==> config.mk <==
export PLATFORM = sky130hd
export DESIGN_NAME = flash_lock_bit_sequencer
export DESIGN_NICKNAME = d
export VERILOG_FILES = /design/src/rtl/flash_lock_bit_sequencer.v
export VERILOG_INCLUDE_DIRS = /design/src /design/src/pkg
export SDC_FILE = /design/constraint.sdc
export NUM_CORES = 1
export LEC_CHECK = 0
export ABC_AREA = 1
export BUFFER_PORTS_ARGS = -buffer_cell sky130_fd_sc_hd__buf_2
export CAP_MARGIN = 10
export CORE_ASPECT_RATIO = 0.7
export CORE_UTILIZATION = 25
export CTS_CLUSTER_DIAMETER = 60
export DETAILED_ROUTE_END_ITERATION = 7
export GPL_TIMING_DRIVEN = 0
export PLACE_DENSITY = 0.53
export SYNTH_ARGS = -nofsm -noshare
export SYNTH_HDL_FRONTEND = slang
export SYNTH_SLANG_ARGS = --single-unit
export TNS_END_PERCENT = 5
==> constraint.sdc <==
create_clock -name SYS_CLK -period 5.1 [get_ports SYS_CLK]
set_clock_uncertainty 0.15 [all_clocks]
set_input_delay 0.255 -clock SYS_CLK [delete_from_list [all_inputs] [get_ports SYS_CLK]]
set_output_delay 0.255 -clock SYS_CLK [all_outputs]
set_load 0.005 [all_outputs]
==> src/pkg/flash_lock_consts.vh <==
`ifndef FLASH_LOCK_CONSTS_VH
`define FLASH_LOCK_CONSTS_VH

// flash command codes, low halfword of a write
`define CMD_READ_ARRAY   16'hffff
`define CMD_PAGE_PROG    16'h4141
`define CMD_LOCK_PROG    16'h7777
`define CMD_BLOCK_ERASE  16'h2020
`define CMD_ERASE_ALL    16'ha7a7
`define CMD_READ_STATUS  16'h7070
`define CMD_CLEAR_STATUS 16'h5050
`define CMD_READ_LOCK    16'h7171
`define CMD_VERIFY       16'hd0d0

// last even address of each block
`define BLK0_LAST  20'h03ffe
`define BLK1_LAST  20'h05ffe
`define BLK2_LAST  20'h07ffe
`define BLK3_LAST  20'h0fffe
`define BLK4_LAST  20'h1fffe
`define BLK5_LAST  20'h2fffe
`define BLK6_LAST  20'h3fffe
`define BLK7_LAST  20'h4fffe
`define BLK8_LAST  20'h5fffe
`define BLK9_LAST  20'h6fffe
`define BLK10_LAST 20'h7fffe
`define NUM_BLOCKS 11

// lock status word fields
`define LOCK_LOW_BIT  1
`define LOCK_COPY_BIT 9

// register space select and offsets
`define REG_SPACE_BIT   23
`define REG_CTRL_TWO    8'h00
`define REG_READY_WORD  8'h04
`define REG_ERROR_WORD  8'h08
`define OVERRIDE_BIT    0
`define READY_BIT       7
`define ERASE_FAIL_BIT  5
`define PROG_FAIL1_BIT  4
`define PROG_FAIL2_BIT  3

// timing
`define CLK_MHZ        22'h28
`define PROG_TIME_US   22'h1f40
`define ERASE_TIME_US  22'hc350

`endif

==> src/rtl/flash_lock_bit_sequencer.v <==
`timescale 1ns/100ps
`default_nettype none
`include "flash_lock_consts.vh"

module flash_lock_bit_sequencer #(
	parameter        NBLK         = `NUM_BLOCKS,
	parameter [21:0] PROG_CYCLES  = `PROG_TIME_US * `CLK_MHZ,
	parameter [21:0] ERASE_CYCLES = `ERASE_TIME_US * `CLK_MHZ
) (
	input  wire        SYS_CLK,
	input  wire        RST_B,
	input  wire [31:0] ADR_I,
	input  wire [31:0] DAT_I,
	input  wire [3:0]  SEL_I,
	input  wire        WE_I,
	input  wire        CYC_I,
	input  wire        STB_I,
	output reg  [31:0] DAT_O,
	output reg         ACK_O
);

////////////////////////////////////////////////////////////////////////
// states, operations and read modes

// one-hot sequencer states
localparam [3:0] ST_IDLE = 4'h1;
localparam [3:0] ST_VFY  = 4'h2;
localparam [3:0] ST_DATA = 4'h4;
localparam [3:0] ST_BUSY = 4'h8;

// operation waiting for confirmation or running
localparam [1:0] OP_LOCK  = 2'h0;
localparam [1:0] OP_ERASE = 2'h1;
localparam [1:0] OP_EALL  = 2'h2;
localparam [1:0] OP_PROG  = 2'h3;

// what a flash-space read returns
localparam [1:0] RD_ARRAY  = 2'h0;
localparam [1:0] RD_STATUS = 2'h1;
localparam [1:0] RD_LOCK   = 2'h2;

////////////////////////////////////////////////////////////////////////
// storage

// sequencer state and the operation it carries
reg  [3:0]      state;
reg  [1:0]      op;
reg  [1:0]      mode;
reg  [3:0]      tblk;
reg  [21:0]     timer;

// software-visible control and failure flags
reg             override;
reg             erase_fail;
reg             prog_fail_one;
reg             prog_fail_two;

// one nonvolatile lock cell per block
reg  [NBLK-1:0] lock;

// bus decode
wire            go;
wire            take;
wire            wr_flash;
wire            wr_reg;
wire [15:0]     cmd;
wire [19:0]     faddr;
wire [7:0]      roff;

// block lookup and status
wire [3:0]      ablk;
wire            is_sel;
wire            alocked;
wire            err_any;
wire            ready_flag;
wire            fin;
wire [15:0]     lock_word;
wire [15:0]     error_word;

////////////////////////////////////////////////////////////////////////
// block address map

// last even address of block i
function [19:0] blk_last;
	input [3:0] i;
	begin
		case (i)
		4'h0:    blk_last = `BLK0_LAST;
		4'h1:    blk_last = `BLK1_LAST;
		4'h2:    blk_last = `BLK2_LAST;
		4'h3:    blk_last = `BLK3_LAST;
		4'h4:    blk_last = `BLK4_LAST;
		4'h5:    blk_last = `BLK5_LAST;
		4'h6:    blk_last = `BLK6_LAST;
		4'h7:    blk_last = `BLK7_LAST;
		4'h8:    blk_last = `BLK8_LAST;
		4'h9:    blk_last = `BLK9_LAST;
		4'ha:    blk_last = `BLK10_LAST;
		default: blk_last = 20'hfffff;
		endcase
	end
endfunction

// lowest block whose range holds the address
function [3:0] blk_of;
	input [19:0] a;
	integer k;
	begin
		blk_of = 4'h0;
		for (k = NBLK - 1; k >= 0; k = k - 1) begin
			if (a <= blk_last(k[3:0]))
				blk_of = k[3:0];
		end
	end
endfunction

////////////////////////////////////////////////////////////////////////
// decode

// a request is answered one edge after it is taken
assign go       = CYC_I & STB_I & ~ACK_O;

// writes act at the ack edge, while the master still holds the request,
// so no write lands before the edge that acknowledges it
assign take     = CYC_I & STB_I & ACK_O & WE_I;
assign wr_flash = take & ~ADR_I[`REG_SPACE_BIT];
assign wr_reg   = take & ADR_I[`REG_SPACE_BIT];

// command and address fields
assign cmd      = DAT_I[15:0];
assign faddr    = ADR_I[19:0];
assign roff     = ADR_I[7:0];

// an address past the last block falls to block 0 and never selects
assign ablk     = blk_of(faddr);
assign is_sel   = (faddr == blk_last(ablk));
assign alocked  = ~lock[ablk];

// busy ends on the edge where the counter has run out
assign err_any  = erase_fail | prog_fail_one | prog_fail_two;
assign ready_flag = ~state[3];
assign fin      = state[3] & (timer == 22'h0);

// unassigned positions read as zero; no write path exists
assign lock_word = {
	6'h0,
	lock[ablk],
	7'h0,
	lock[ablk],
	1'b0
};

// error word, also what a flash read returns in status mode
assign error_word = {
	8'h0,
	ready_flag,
	1'b0,
	erase_fail,
	prog_fail_one,
	prog_fail_two,
	3'h0
};

////////////////////////////////////////////////////////////////////////
// lock flags: no reset term, they model nonvolatile cells

// factory state of the cells is erased, i.e. unprotected
initial lock = {NBLK{1'b1}};

// only a finished operation touches the flags; the change lands on the
// edge that raises ready, so a poll that sees ready sees the new flag
always @(posedge SYS_CLK) begin
	if (fin) begin
		case (op)
		OP_LOCK:  lock[tblk] <= 1'b0;
		OP_ERASE: lock[tblk] <= 1'b1;
		OP_EALL: begin
			// erase-all clears every lock only under override
			if (override)
				lock <= {NBLK{1'b1}};
		end
		default: lock <= lock;
		endcase
	end
end

////////////////////////////////////////////////////////////////////////
// command sequencer

always @(posedge SYS_CLK or negedge RST_B) begin
	if (!RST_B) begin
		state         <= ST_IDLE;
		op            <= OP_LOCK;
		mode          <= RD_ARRAY;
		tblk          <= 4'h0;
		timer         <= 22'h0;
		erase_fail    <= 1'b0;
		prog_fail_one <= 1'b0;
		prog_fail_two <= 1'b0;
	end else begin
		case (state)
		// commands that start an operation, steer reads or clear the status flags
		ST_IDLE: begin
			if (wr_flash) begin
				case (cmd)
				`CMD_READ_ARRAY:  mode <= RD_ARRAY;
				`CMD_READ_STATUS: mode <= RD_STATUS;
				`CMD_READ_LOCK:   mode <= RD_LOCK;
				`CMD_PAGE_PROG:   state <= ST_DATA;
				`CMD_LOCK_PROG: begin
					op    <= OP_LOCK;
					state <= ST_VFY;
				end
				`CMD_BLOCK_ERASE: begin
					op    <= OP_ERASE;
					state <= ST_VFY;
				end
				`CMD_ERASE_ALL: begin
					op    <= OP_EALL;
					state <= ST_VFY;
				end
				`CMD_CLEAR_STATUS: begin
					erase_fail    <= 1'b0;
					prog_fail_one <= 1'b0;
					prog_fail_two <= 1'b0;
				end
				default: state <= ST_IDLE;
				endcase
			end
		end
		// second write of a two-step command
		ST_VFY: begin
			if (wr_flash) begin
				state <= ST_IDLE;
				tblk  <= ablk;
				if (cmd == `CMD_READ_ARRAY) begin
					// cancel without error
					mode <= RD_ARRAY;
				end else if (cmd != `CMD_VERIFY) begin
					// any other code aborts with an error
					if (op == OP_LOCK)
						prog_fail_two <= 1'b1;
					else
						erase_fail <= 1'b1;
				end else if (err_any) begin
					state <= ST_IDLE;
				end else if (op != OP_EALL && !is_sel) begin
					// confirmation outside a selector address
					if (op == OP_LOCK)
						prog_fail_two <= 1'b1;
					else
						erase_fail <= 1'b1;
				end else if (op == OP_ERASE && alocked && !override) begin
					erase_fail <= 1'b1;
				end else begin
					state <= ST_BUSY;
					if (op == OP_LOCK)
						timer <= PROG_CYCLES - 22'h1;
					else
						timer <= ERASE_CYCLES - 22'h1;
				end
			end
		end
		// the first data write starts the page
		ST_DATA: begin
			if (wr_flash) begin
				mode  <= RD_STATUS;
				state <= ST_IDLE;
				tblk  <= ablk;
				op    <= OP_PROG;
				if (err_any) begin
					state <= ST_IDLE;
				end else if (alocked && !override) begin
					prog_fail_one <= 1'b1;
				end else begin
					state <= ST_BUSY;
					timer <= PROG_CYCLES - 22'h1;
				end
			end
		end
		ST_BUSY: begin
			// flash writes while busy are acknowledged and dropped
			if (timer == 22'h0)
				state <= ST_IDLE;
			else
				timer <= timer - 22'h1;
		end
		default: state <= ST_IDLE;
		endcase
	end
end

////////////////////////////////////////////////////////////////////////
// protection override

// a reset drops the override, so no locked block opens by accident
always @(posedge SYS_CLK or negedge RST_B) begin
	if (!RST_B) begin
		override <= 1'b0;
	end else if (wr_reg && roff == `REG_CTRL_TWO && SEL_I[0]) begin
		override <= DAT_I[`OVERRIDE_BIT];
	end
end

////////////////////////////////////////////////////////////////////////
// wishbone answer, one wait-free cycle after the strobe

// ack: one pulse for every request taken
always @(posedge SYS_CLK or negedge RST_B) begin
	if (!RST_B) begin
		ACK_O <= 1'b0;
	end else begin
		ACK_O <= go;
	end
end

// read data is latched at the taking edge and holds until the next read
always @(posedge SYS_CLK or negedge RST_B) begin
	if (!RST_B) begin
		DAT_O <= 32'h0;
	end else begin
		if (go && !WE_I) begin
			if (ADR_I[`REG_SPACE_BIT]) begin
				case (roff)
				`REG_CTRL_TWO:   DAT_O <= {31'h0, override};
				`REG_READY_WORD: DAT_O <= {24'h0, ready_flag, 7'h0};
				`REG_ERROR_WORD: DAT_O <= {16'h0, error_word};
				default:         DAT_O <= 32'h0;
				endcase
			end else begin
				case (mode)
				// array contents live outside; erased pattern shown
				RD_ARRAY:  DAT_O <= 32'h0000ffff;
				RD_STATUS: DAT_O <= {16'h0, error_word};
				RD_LOCK:   DAT_O <= is_sel ? {16'h0, lock_word} : 32'h0;
				default:   DAT_O <= 32'h0;
				endcase
			end
		end
	end
end

endmodule
`default_nettype wire

==> impl_results.md, run 1 <==
- Worst vdd ir: roughly 160 µV
- Placed cell count: approximately 1100
- Final worst path period share: between 60 and 70%
- Slowest cell on crit path: nor3_1
- Core Area: ~19000 µm²
- Post-synth top area cell: dfrtp_1
- Post-synth cell types: 46
- CP arrival: 3610 ps
- Cell family with most CP delay: simple AND/OR/NAND/NOR gates
- HPWL after DPL: slightly above 10000 µm
- Int Pwr: 0.941 mW
- Hold buffers post-CTS: 0
- Setup TNS: 0 ps
- Clock power frac: between 40% and 50%
- Area delta synth->final: 20.7%
- CTS Buffer Depth: 2
- Critical path class: in -> reg
- Fraction of layout cells with a size suffix above 1: between 10% and 20%
- Worst hold margin: ~26 ps
- Final setup fails: 0
- Fill cells: around 2000
- Cts bufs inserted: 9
- Area contributors post-synth: dfrtp_1 (23%), nand2_1 (13%), nor2_1 (9.6%)
- Buffers and inverters on the worst path: 3
- Clock-pin slew on the worst setup and hold paths: 50 ps
- RSZ-0062 raised after global routing: false
- Vias in the first global route: ~4200
- Setup crit end kind: flop
- Drt pass-1 iters: 7
- # IOs: roughly 110
- Yosys reg bits: 57
- TritonCTS clock tree: done
- Synth Area per Inst: ~6.5 µm²
- CP Capture Point: timer[16]
- GPL Wtd Cong: ~0.86
- Via count: 4768
- Final std cells w/o fill: approximately 1100
- Reg2reg start: timer[0]
- Post-layout util: 30.8%
- Max transition margin: about 30%
- Status: finished, final reports clean
- EDFF count, synth: 11
- Die X: 168 µm
- Post-layout nets: 909
- Fin crit period: roughly 3500 ps
- Most frequent cells after synthesis: nand2_1 (162), nor2_1 (123), inv_1 (96)
- Max incr delay on CP: just under 300 ps
- Share of flip-flops with an asynchronous set or reset: 80.7%
- Switching Fraction: between 20% and 30%
- Routed wire per std cell: ~12 µm
- Crit path required time: ~5200 ps
- Critical path startpoint: ADR_I[5]
- Initial antenna violation count: 0
- Highest clock rate: roughly 280 MHz
- Largest net degree at the start of global routing: 47
- Gr ovfl total: 0
- Die Ht: ~120 µm
- Post-synth top area share: between 20% and 30%
- Die ar.: 19800 µm²
- DRC: 0
- Htree depth: 3
- Max_cap viols: 0
- First-pass GRT wire length: about 22000 µm
- PortBufs: 58
- WP depth: 28
- Startpoint Class: input pin
- Initial Util: between 20 and 30%
- FF-to-FF End: lock[1]
- Setup Fix Bufs, Post-CTS: 0
- Leak Pwr: 2.95 nW
- Synth warnings: 0
- CTS root buf: clkbuf_16
- Reg-to-reg setup timing slack: 1840 ps
- # diodes: 0
- Pins Over Slew Limit: 0
- Clk Latency, worst-skew pair: ~350 ps
- CP dominant cell by count: nand2_1
- Sink Count: 57
- DRT iter0 DRCs: roughly 340
- Routed wire length: 13100 µm
- PD cells: between 200 and 250 nW/µm²
- Cells after Synth: approximately 740
- Via density per instance: ~4.4
- Max FO, Critical Path: 10
- Dominant synthesized flop cell: dfrtp_1
- Switching pwr: 0.351 mW
- Hold Fails Final Rpt: 0
- Worst Hold Class: in -> reg
- Register area share after synthesis: ~31%
- Comb pwr share: approximately 15%
- Most frequent cell after synthesis: nand2_1
- Post-route ant nets: 0
- Post-CTS sizing: 0
- Post-synthesis instance area: around 4800 µm²
- Seq pwr share: 37.4%
- Tightest Pin Transition: ~1000 ps
- Num rows: 42
- R2r worst-path depth: 11
- Gr usage total: 13.7%
-- sequential cells by signal (all words and copies together) (netlist names) --
signal / flops
override: 1
op: 2
lock: 11
timer: 22
prog_fail_two: 1
erase_fail: 1
prog_fail_one: 1
tblk: 4
ACK_O: 1
DAT_O: 7
state: 4
mode: 2
-- power by group through the flow --
stage	Clock [mW]	Combinational, mW	Sequential [mW]
global route	0.649	0.214	0.485
global placement	0	0.185	0.491
floorplan	0	0.110	0.492
detailed placement	0	0.186	0.492
finish	0.620	0.188	0.483
CTS	0.635	0.186	0.484
-- metrics by stage --
step | total power, mW | cell area (µm²) | worst slack (ps)
floorplan | 0.602 | 4860 | 1200
global placement | 0.677 | 5460 | -320
detailed placement | 0.678 | 5470 | 1240
CTS | 1.30 | 5770 | 1590
global route | 1.35 | 5800 | 1060
finish | 1.29 | 5800 | 1560
-- worst reg2reg max path: stages (launching register included) --
cell and delay, ps:
dfrtp_1 390, inv_1 80, ha_1 250, nand2_1 150
nor2_1 250, inv_1 90, nor2_1 160, nand3_1 100
nor4_1 270, nand2_1 180, a2111oi_2 620, buf_4 290
-- cell usage in the layout (no fill, tap or decap), types with 2 or more instances in the layout --
cell	count
inv_1	96
nor2_2	6
and3_1	2
conb_1	16
nand4_1	19
nand3_1	65
clkbuf_1	6
buf_4	30
nand3_2	2
a21oi_1	24
o21ai_1	3
inv_6	3
nand2_2	6
nand2_1	162
nand2_4	3
ha_1	8
xnor2_1	6
nor3_2	2
buf_2	59
nor3_1	26
buf_6	2
a31oi_1	3
nor2_1	123
xor2_1	10
nor2_4	4
inv_2	5
edfxtp_1	11
o21ai_0	43
dfrtp_1	45
or2_2	2
clkbuf_16	9
nor4_1	8
o211ai_1	2
-- per-layer routing --
layer | part of all wire (%) | GRT usage, %
met1 | 59 | 22.8
met5 | 0 | 0
met3 | 5.2 | 2.79
met2 | 35 | 17.0
met4 | 0.79 | 3.61
-- cell type report --
type                    count  area, µm²  share of cell area [%]
inverters                 102        385                    6.64
multi-input cells         559       2730                    47.1
clock buffers               9        225                    3.88
repair buffers             61        328                    5.65
well taps                 242        303                    5.22
clock inverters             7       77.6                    1.34
plain buffers              38        268                    4.62
flip-flops and latches     57       1480                    25.6
-- worst min path at each step --
stage               start    end  cells past startpoint
global route        STB_I  ACK_O                      3
floorplan           RST_B  ACK_O                      0
detailed placement  ACK_O  ACK_O                      1
global placement    ACK_O  ACK_O                      1
finish              STB_I  ACK_O                      3
CTS                 STB_I  ACK_O                      3
-- cell families after synthesis --
| logic type | share of synthesized area, % |
|---|---|
| AOI/OAI and AO/OA | 10.2 |
| xor gates and xnor gates | 2.92 |
| DFF | 30.9 |
| buffers and inverters | 13.6 |
| muxes | 0.208 |
| other | 0.0780 |
| adders and majority gates | 2.08 |
| and+or+nand+nor | 40.1 |
(Power assumes the default switching activity.)
==> inputs of run 2 (changes only) <==
--- a/config.mk
+++ b/config.mk
@@ -14,7 +14,7 @@
 export CTS_CLUSTER_DIAMETER = 60
 export DETAILED_ROUTE_END_ITERATION = 7
 export GPL_TIMING_DRIVEN = 0
-export PLACE_DENSITY = 0.53
+export PLACE_DENSITY = 0.54
 export SYNTH_ARGS = -nofsm -noshare
 export SYNTH_HDL_FRONTEND = slang
 export SYNTH_SLANG_ARGS = --single-unit
==> constraint.sdc (replaced) <==
create_clock -name SYS_CLK -period 3 [get_ports SYS_CLK]
set_clock_uncertainty 0.15 [all_clocks]
set_input_delay 0.15 -clock SYS_CLK [delete_from_list [all_inputs] [get_ports SYS_CLK]]
set_output_delay 0.15 -clock SYS_CLK [all_outputs]
set_load 0.005 [all_outputs]
==> impl_results.md, run 2 (synthesis gave the netlist of run 1 again) <==
- Status: finished, violations left
- Failing checks: setup timing
- Area delta synth->final: 33.4%
- Htree depth: 3 (unchanged)
- Die X: 168 µm (unchanged)
- CP dominant cell by count: nand2_2
- Critical path class: in -> reg
- DRC: 0 (unchanged)
- Via density per instance: 4.57 (+3.0%)
- Startpoint Class: input pin
- Core Area: 18900 µm² (unchanged)
- Fin crit period: 3060 ps
- Setup TNS: -693 ps (-693 ps)
- Biggest regs: timer: 22 flops, lock: 11 flops, DAT_O: 7 flops
- Num rows: 42 (unchanged)
- Post-layout nets: 932 (+2.5%)
- PortBufs: 58 (unchanged)
- CTS Buffer Depth: 2 (unchanged)
- Largest register by flop count: timer
- Routed wire per std cell: 12.9 µm (+5.4%)
- Total power draw: 2.33 mW (+81%)
- Fin area: 6410 µm² (+11%)
- Seq. cell area: 1480 µm² (unchanged)
- Worst hold start: SEL_I[0]
- Crit path required time: 3070 ps (-2110 ps)
- Fraction of layout cells with a size suffix above 1: 24.6% (+7.1 points)
- RSZ-0062 raised after global routing: true
- Area taken by multi-input logic gates: 3020 µm² (+11%)
- CP arrival: 3130 ps (-480 ps)
- Die Ht: 118 µm (unchanged)
- Most common cell after layout, fill and taps aside: nand2_1
- Clock-pin slew on the worst setup and hold paths: 60 ps (about the same)
- Max transition margin: 27.0% (-3.1 points)
- Reg-to-reg setup timing slack: 110 ps (-1730 ps)
- Max_cap viols: 0 (unchanged)
- Final setup fails: 19 (+19)
- Gr usage total: 14.2% (+0.47 points)
- CTS root buf: clkbuf_16
- # IOs: 106 (unchanged)
- Max FO, Critical Path: 7 (-3)
- Post-route ant nets: 0 (unchanged)
- Final worst path period share: 102%
- DRT iter0 DRCs: 441 (+29%)
- Reg2reg start: state[0]
- Hold Path Sink: override
- PD cells: 364 nW/µm² (+64%)
- HPWL after DPL: 10400 µm (+2.3%)
- Worst hold stages: 4 (+1)
- FF-to-FF End: timer[8]
- Slowest cell on crit path: ha_4
- Pre-CTS setup slack: -656 ps (-1900 ps)
- Gr ovfl total: 0 (unchanged)
- Max FFs per register: 22 (unchanged)
- Setup WS post-layout: -56.7 ps (-1620 ps)
- Routed wire length: 14200 µm (+7.7%)
- Leak Pwr: 3.17 nW (+7.4%)
- TritonCTS clock tree: done
- Worst hold margin: 22.2 ps (-3.73 ps)
- Die ar.: 19800 µm² (unchanged)
- First-pass GRT wire length: 22700 µm (+4.4%)
- Largest net degree at the start of global routing: 47 (unchanged)
- Worst Hold Class: in -> reg
- Vias in the first global route: 4328 (+2.2%)
- Setup crit end kind: flop
- Post-layout util: 34.0% (+3.2 points)
- Pins Over Slew Limit: 0 (unchanged)
- Worst vdd ir: 227 µV (+42%)
- Placed Area: 5470 µm² (about the same)
- GPL Wtd Cong: 0.875 (+1.5%)
- Initial Util: 25.5% (unchanged)
- Highest clock rate: between 300 and 400 MHz
- Tightest Pin Transition: 1090 ps (+55.0 ps)
- Clk Latency, worst-skew pair: 330 ps (-20 ps)
- Sink Count: 57 (unchanged)
- Via count: 5018 (+5.2%)
- Commonest non-fill, non-tap cells in the layout: nand2_1 (144), nor2_1 (114), inv_1 (90)
- Drt pass-1 iters: 5 (-2)
- Hold Fails Final Rpt: 0 (unchanged)
- Initial antenna violation count: 0 (unchanged)
- R2r worst-path depth: 13 (+2)
- Final std cells w/o fill: 1098 (+2.1%)
- # diodes: 0 (unchanged)
- Placed cell count: 1056 (-0.095%)
- Max incr delay on CP: 270 ps (-20 ps)
- Cts bufs inserted: 9 (unchanged)
- Fill cells: 1951 (-4.3%)
-- run 2: cell count changes in the layout (fill, tap and decap cells not counted), moves of 4 or more --
| cell | previous run | this run |
|---|---|---|
| nor2_4 | 4 | 13 |
| buf_4 | 30 | 53 |
| nor3_4 | 0 | 4 |
| nand2_1 | 162 | 144 |
| buf_2 | 59 | 46 |
| inv_1 | 96 | 90 |
| inv_2 | 5 | 10 |
| nor2_1 | 123 | 114 |
| nor3_1 | 26 | 22 |
| nand2_2 | 6 | 18 |
-- run 2: where the power goes --
part | internal [mW] | total, mW | leakage [nW] | switching, mW
Combinational | 0.192 | 0.403 | 2.37 | 0.211
Sequential | 0.806 | 0.822 | 0.658 | 0.0158
Clock | 0.724 | 1.11 | 0.144 | 0.384
-- run 2: layout make-up --
cell class,count,area share (%)
Timing Repair Buffer,84,9.62
Buffer,38,4.33
Sequential cell,57,23.1
Tap cell,242,4.72
Clock inverter,7,1.48
Inverter,102,6.05
Clock buffer,9,3.51
Multi-Input combinational cell,559,47.2
-- run 2: worst max-delay path, delay by kind of cell --
kind | cells | cell delay (ps)
AOI/OAI and AO/OA | 5 | 670
adders and majority gates | 1 | 270
and+or+nand+nor | 17 | 1470
buffers and inverters | 6 | 540
-- run 2: metal layers --
| layer | vias up | wire length (µm) | track usage, % |
|---|---|---|---|
| met3 | 21 | 684 | 2.52 |
| met2 | 137 | 5390 | 18.3 |
| met4 | 0 | 240 | 4.07 |
| met1 | 2275 | 7850 | 23.1 |
| li1 | 2585 | - | - |
| met5 | - | 0 | 0 |
-- run 2: what timing repair did --
item / in CTS / in global routing
pin swaps: 10 / 43
endpoints found under the setup margin: 37 / 39
gates resized for setup: 17 / 88
hold endpoints to repair: 47 / 0
cloned: 0 / 2
hold buffers: 4 / 0
buffers inserted: 3 / 17
-- run 2: worst max path at each step --
stage,from,cells after the start,endpoint,slack [ps]
finish,ADR_I[19],29,timer[8],-60
global placement,ADR_I[7],28,timer[3],-700
floorplan,ADR_I[17],30,timer[11],-60
detailed placement,ADR_I[7],28,timer[13],-660
CTS,ADR_I[19],28,timer[3],-40
global route,ADR_I[13],31,timer[8],-280
==> inputs of run 3 (changes only) <==
--- a/config.mk
+++ b/config.mk
@@ -10,11 +10,12 @@
 export BUFFER_PORTS_ARGS = -buffer_cell sky130_fd_sc_hd__buf_2
 export CAP_MARGIN = 10
 export CORE_ASPECT_RATIO = 0.7
-export CORE_UTILIZATION = 25
+export CORE_UTILIZATION = 50
 export CTS_CLUSTER_DIAMETER = 60
 export DETAILED_ROUTE_END_ITERATION = 7
 export GPL_TIMING_DRIVEN = 0
-export PLACE_DENSITY = 0.54
+export PLACE_DENSITY = 0.87
+export SLEW_MARGIN = 0
 export SYNTH_ARGS = -nofsm -noshare
 export SYNTH_HDL_FRONTEND = slang
 export SYNTH_SLANG_ARGS = --single-unit
==> impl_results.md, run 3 (synthesis gave the netlist of run 1 again) <==
- Worst Hold Class: in -> reg
- Fin crit period: 3290 ps (+231 ps)
- DRT iter0 DRCs: 492 (+12%)
- WL met1: 6220 µm (-21%)
- Most common cell after layout, fill and taps aside: nand2_1
- Num rows: 29 (-31%)
- TritonCTS clock tree: done
- Area delta synth->final: 27.6%
- Worst vdd ir: 273 µV (+20%)
- DR WL met3: 1300 µm (+90%)
- Placed Area: 5320 µm² (-2.8%)
- Htree depth: 3 (unchanged)
- Max_cap viols: 0 (unchanged)
- Status: finished, violations left
- GPL Wtd Cong: 0.961 (+9.8%)
- Gr ovfl total: 0 (unchanged)
- Initial antenna violation count: 0 (unchanged)
- Total power draw: 2.22 mW (-4.8%)
- Critical path class: in -> reg
- Leak Pwr: 3.13 nW (-1.3%)
- Initial Util: 52.4% (+27 points)
- Clk Latency, worst-skew pair: 340 ps (about the same)
- Setup crit end kind: flop
- # IOs: 106 (unchanged)
- Vias in the first global route: 4304 (-0.55%)
- CP arrival: 3360 ps (+230 ps)
- Final setup fails: 25 (+6)
- Max transition margin: 29.7% (+2.7 points)
- DRC: 0 (unchanged)
- Biggest regs: timer: 22 flops, lock: 11 flops, DAT_O: 7 flops
- Hold Fails Final Rpt: 0 (unchanged)
- Final worst path period share: 110% (+7.7 points)
- HPWL after DPL: 8990 µm (-14%)
- PortBufs: 58 (unchanged)
- Max FO, Critical Path: 7 (unchanged)
- # diodes: 0 (unchanged)
- Commonest non-fill, non-tap cells in the layout: nand2_1 (139), nor2_1 (113), inv_1 (93)
- Pre-CTS setup slack: -623 ps (+33.0 ps)
- Highest clock rate: 304 MHz (-7.0%)
- Pins Over Slew Limit: 0 (unchanged)
- Max FFs per register: 22 (unchanged)
- Tightest Pin Transition: 1050 ps (-40.6 ps)
- Max incr delay on CP: 330 ps (+60 ps)
- Highest metal used: met4
- Failing checks: setup timing
- Routed wire per std cell: 13.5 µm (+4.6%)
- CP dominant cell by count: nor2_4
- Sink Count: 57 (unchanged)
- Post-layout util: 66.8% (+33 points)
- Via density per instance: 5.37 (+18%)
- Post-route ant nets: 0 (unchanged)
- Largest net degree at the start of global routing: 47 (unchanged)
- Drt pass-1 iters: 5 (unchanged)
- RSZ-0062 raised after global routing: true
- WL met2: 5350 µm (-0.74%)
- Crit path required time: 3080 ps (about the same)
- Cts bufs inserted: 9 (unchanged)
- CTS root buf: clkbuf_16
- Post-layout nets: 927 (-0.54%)
- Slowest cell on crit path: o211ai_2
- PD cells: 362 nW/µm² (-0.49%)
- Die X: 119 µm (-29%)
- First-pass GRT wire length: 20100 µm (-11%)
- Fraction of layout cells with a size suffix above 1: 24.2% (-0.44 points)
- Die Ht: 84.0 µm (-29%)
- Startpoint Class: input pin
- Clock-pin slew on the worst setup and hold paths: 50 ps (about the same)
- Setup WS post-layout: -288 ps (-231 ps)
- Largest register by flop count: timer
- Core Area: 9180 µm² (-51%)
- CTS Buffer Depth: 2 (unchanged)
- Die ar.: 10000 µm² (-49%)
- Routed wire length: 13200 µm (-7.1%)
- Via count: 5240 (+4.4%)
- Fin area: 6130 µm² (-4.3%)
- Gr usage total: 24.9% (+11 points)
==> run 3: cell types whose count changed in the layout (fill, tap and decap cells not counted), sizes merged <==
cell / before / now
clkinvlp: 4 / 2
buf: 109 / 104
clkbuf: 18 / 20
bufinv: 2 / 1
inv: 102 / 103
==> run 3: timing repair <==
| item | CTS | global route |
|---|---|---|
| hold buffers | 4 | 0 |
| hold endpoints to repair | 47 | 0 |
| cloned | 0 | 2 |
| pin swaps | 2 | 36 |
| setup endpoints to repair | 31 | 40 |
| setup buffers | 1 | 13 |
| gates resized for setup | 8 | 88 |
==> run 3: final cells by class <==
| cell class | count | area, µm² |
|---|---|---|
| buffer | 38 | 278 |
| clock buffer | 11 | 233 |
| clock inverter | 5 | 56.3 |
| fill | 722 | 3050 |
| inverter | 102 | 393 |
| multi-input combinational | 559 | 2990 |
| sequential | 57 | 1480 |
| tap | 124 | 155 |
| timing repair buffer | 79 | 548 |
==> run 3: worst max-delay path: cells and delay by family <==
| kind | cells | cell delay (ps) |
|---|---|---|
| adders and majority gates | 1 | 170 |
| and+or+nand+nor | 17 | 1940 |
| AOI/OAI and AO/OA | 3 | 600 |
| buffers and inverters | 6 | 500 |
==> run 3: layer usage <==
layer  vias to the layer above  GRT usage (%)
met5                         -              0
met3                        35           5.19
met1                      2341           38.4
li1                       2573              -
met2                       291           34.9
met4                         0           5.75
==> run 3: where the power goes <==
group	total (mW)	switching [mW]	internal, mW
combinational	0.391	0.211	0.180
clock	1.01	0.367	0.641
sequential	0.823	0.0162	0.807
total	2.22	0.595	1.63
==> run 3: path summary, 6_finish.rpt <==
kind,start,to,slack (ps),depth (start not counted)
max,ADR_I[18],timer[21],-290,27
min,ADR_I[23],DAT_O[0],20,3
max reg2reg,state[0],timer[21],-40,13
min reg2reg,ACK_O,ACK_O,340,1
max in group asynchronous,RST_B,op[1],1650,2
min in group asynchronous,RST_B,timer[11],400,2
==> run 3: metrics by stage <==
step	TNS (ps)	hold WS (ps)	cells
final	-6120	21.6	975
after global routing	-11440	36.9	975
after CTS	-3120	2.49	960
after detailed placement	-16150	241	939
after global placement	-19980	234	938
after floorplan	-1220	-296	756
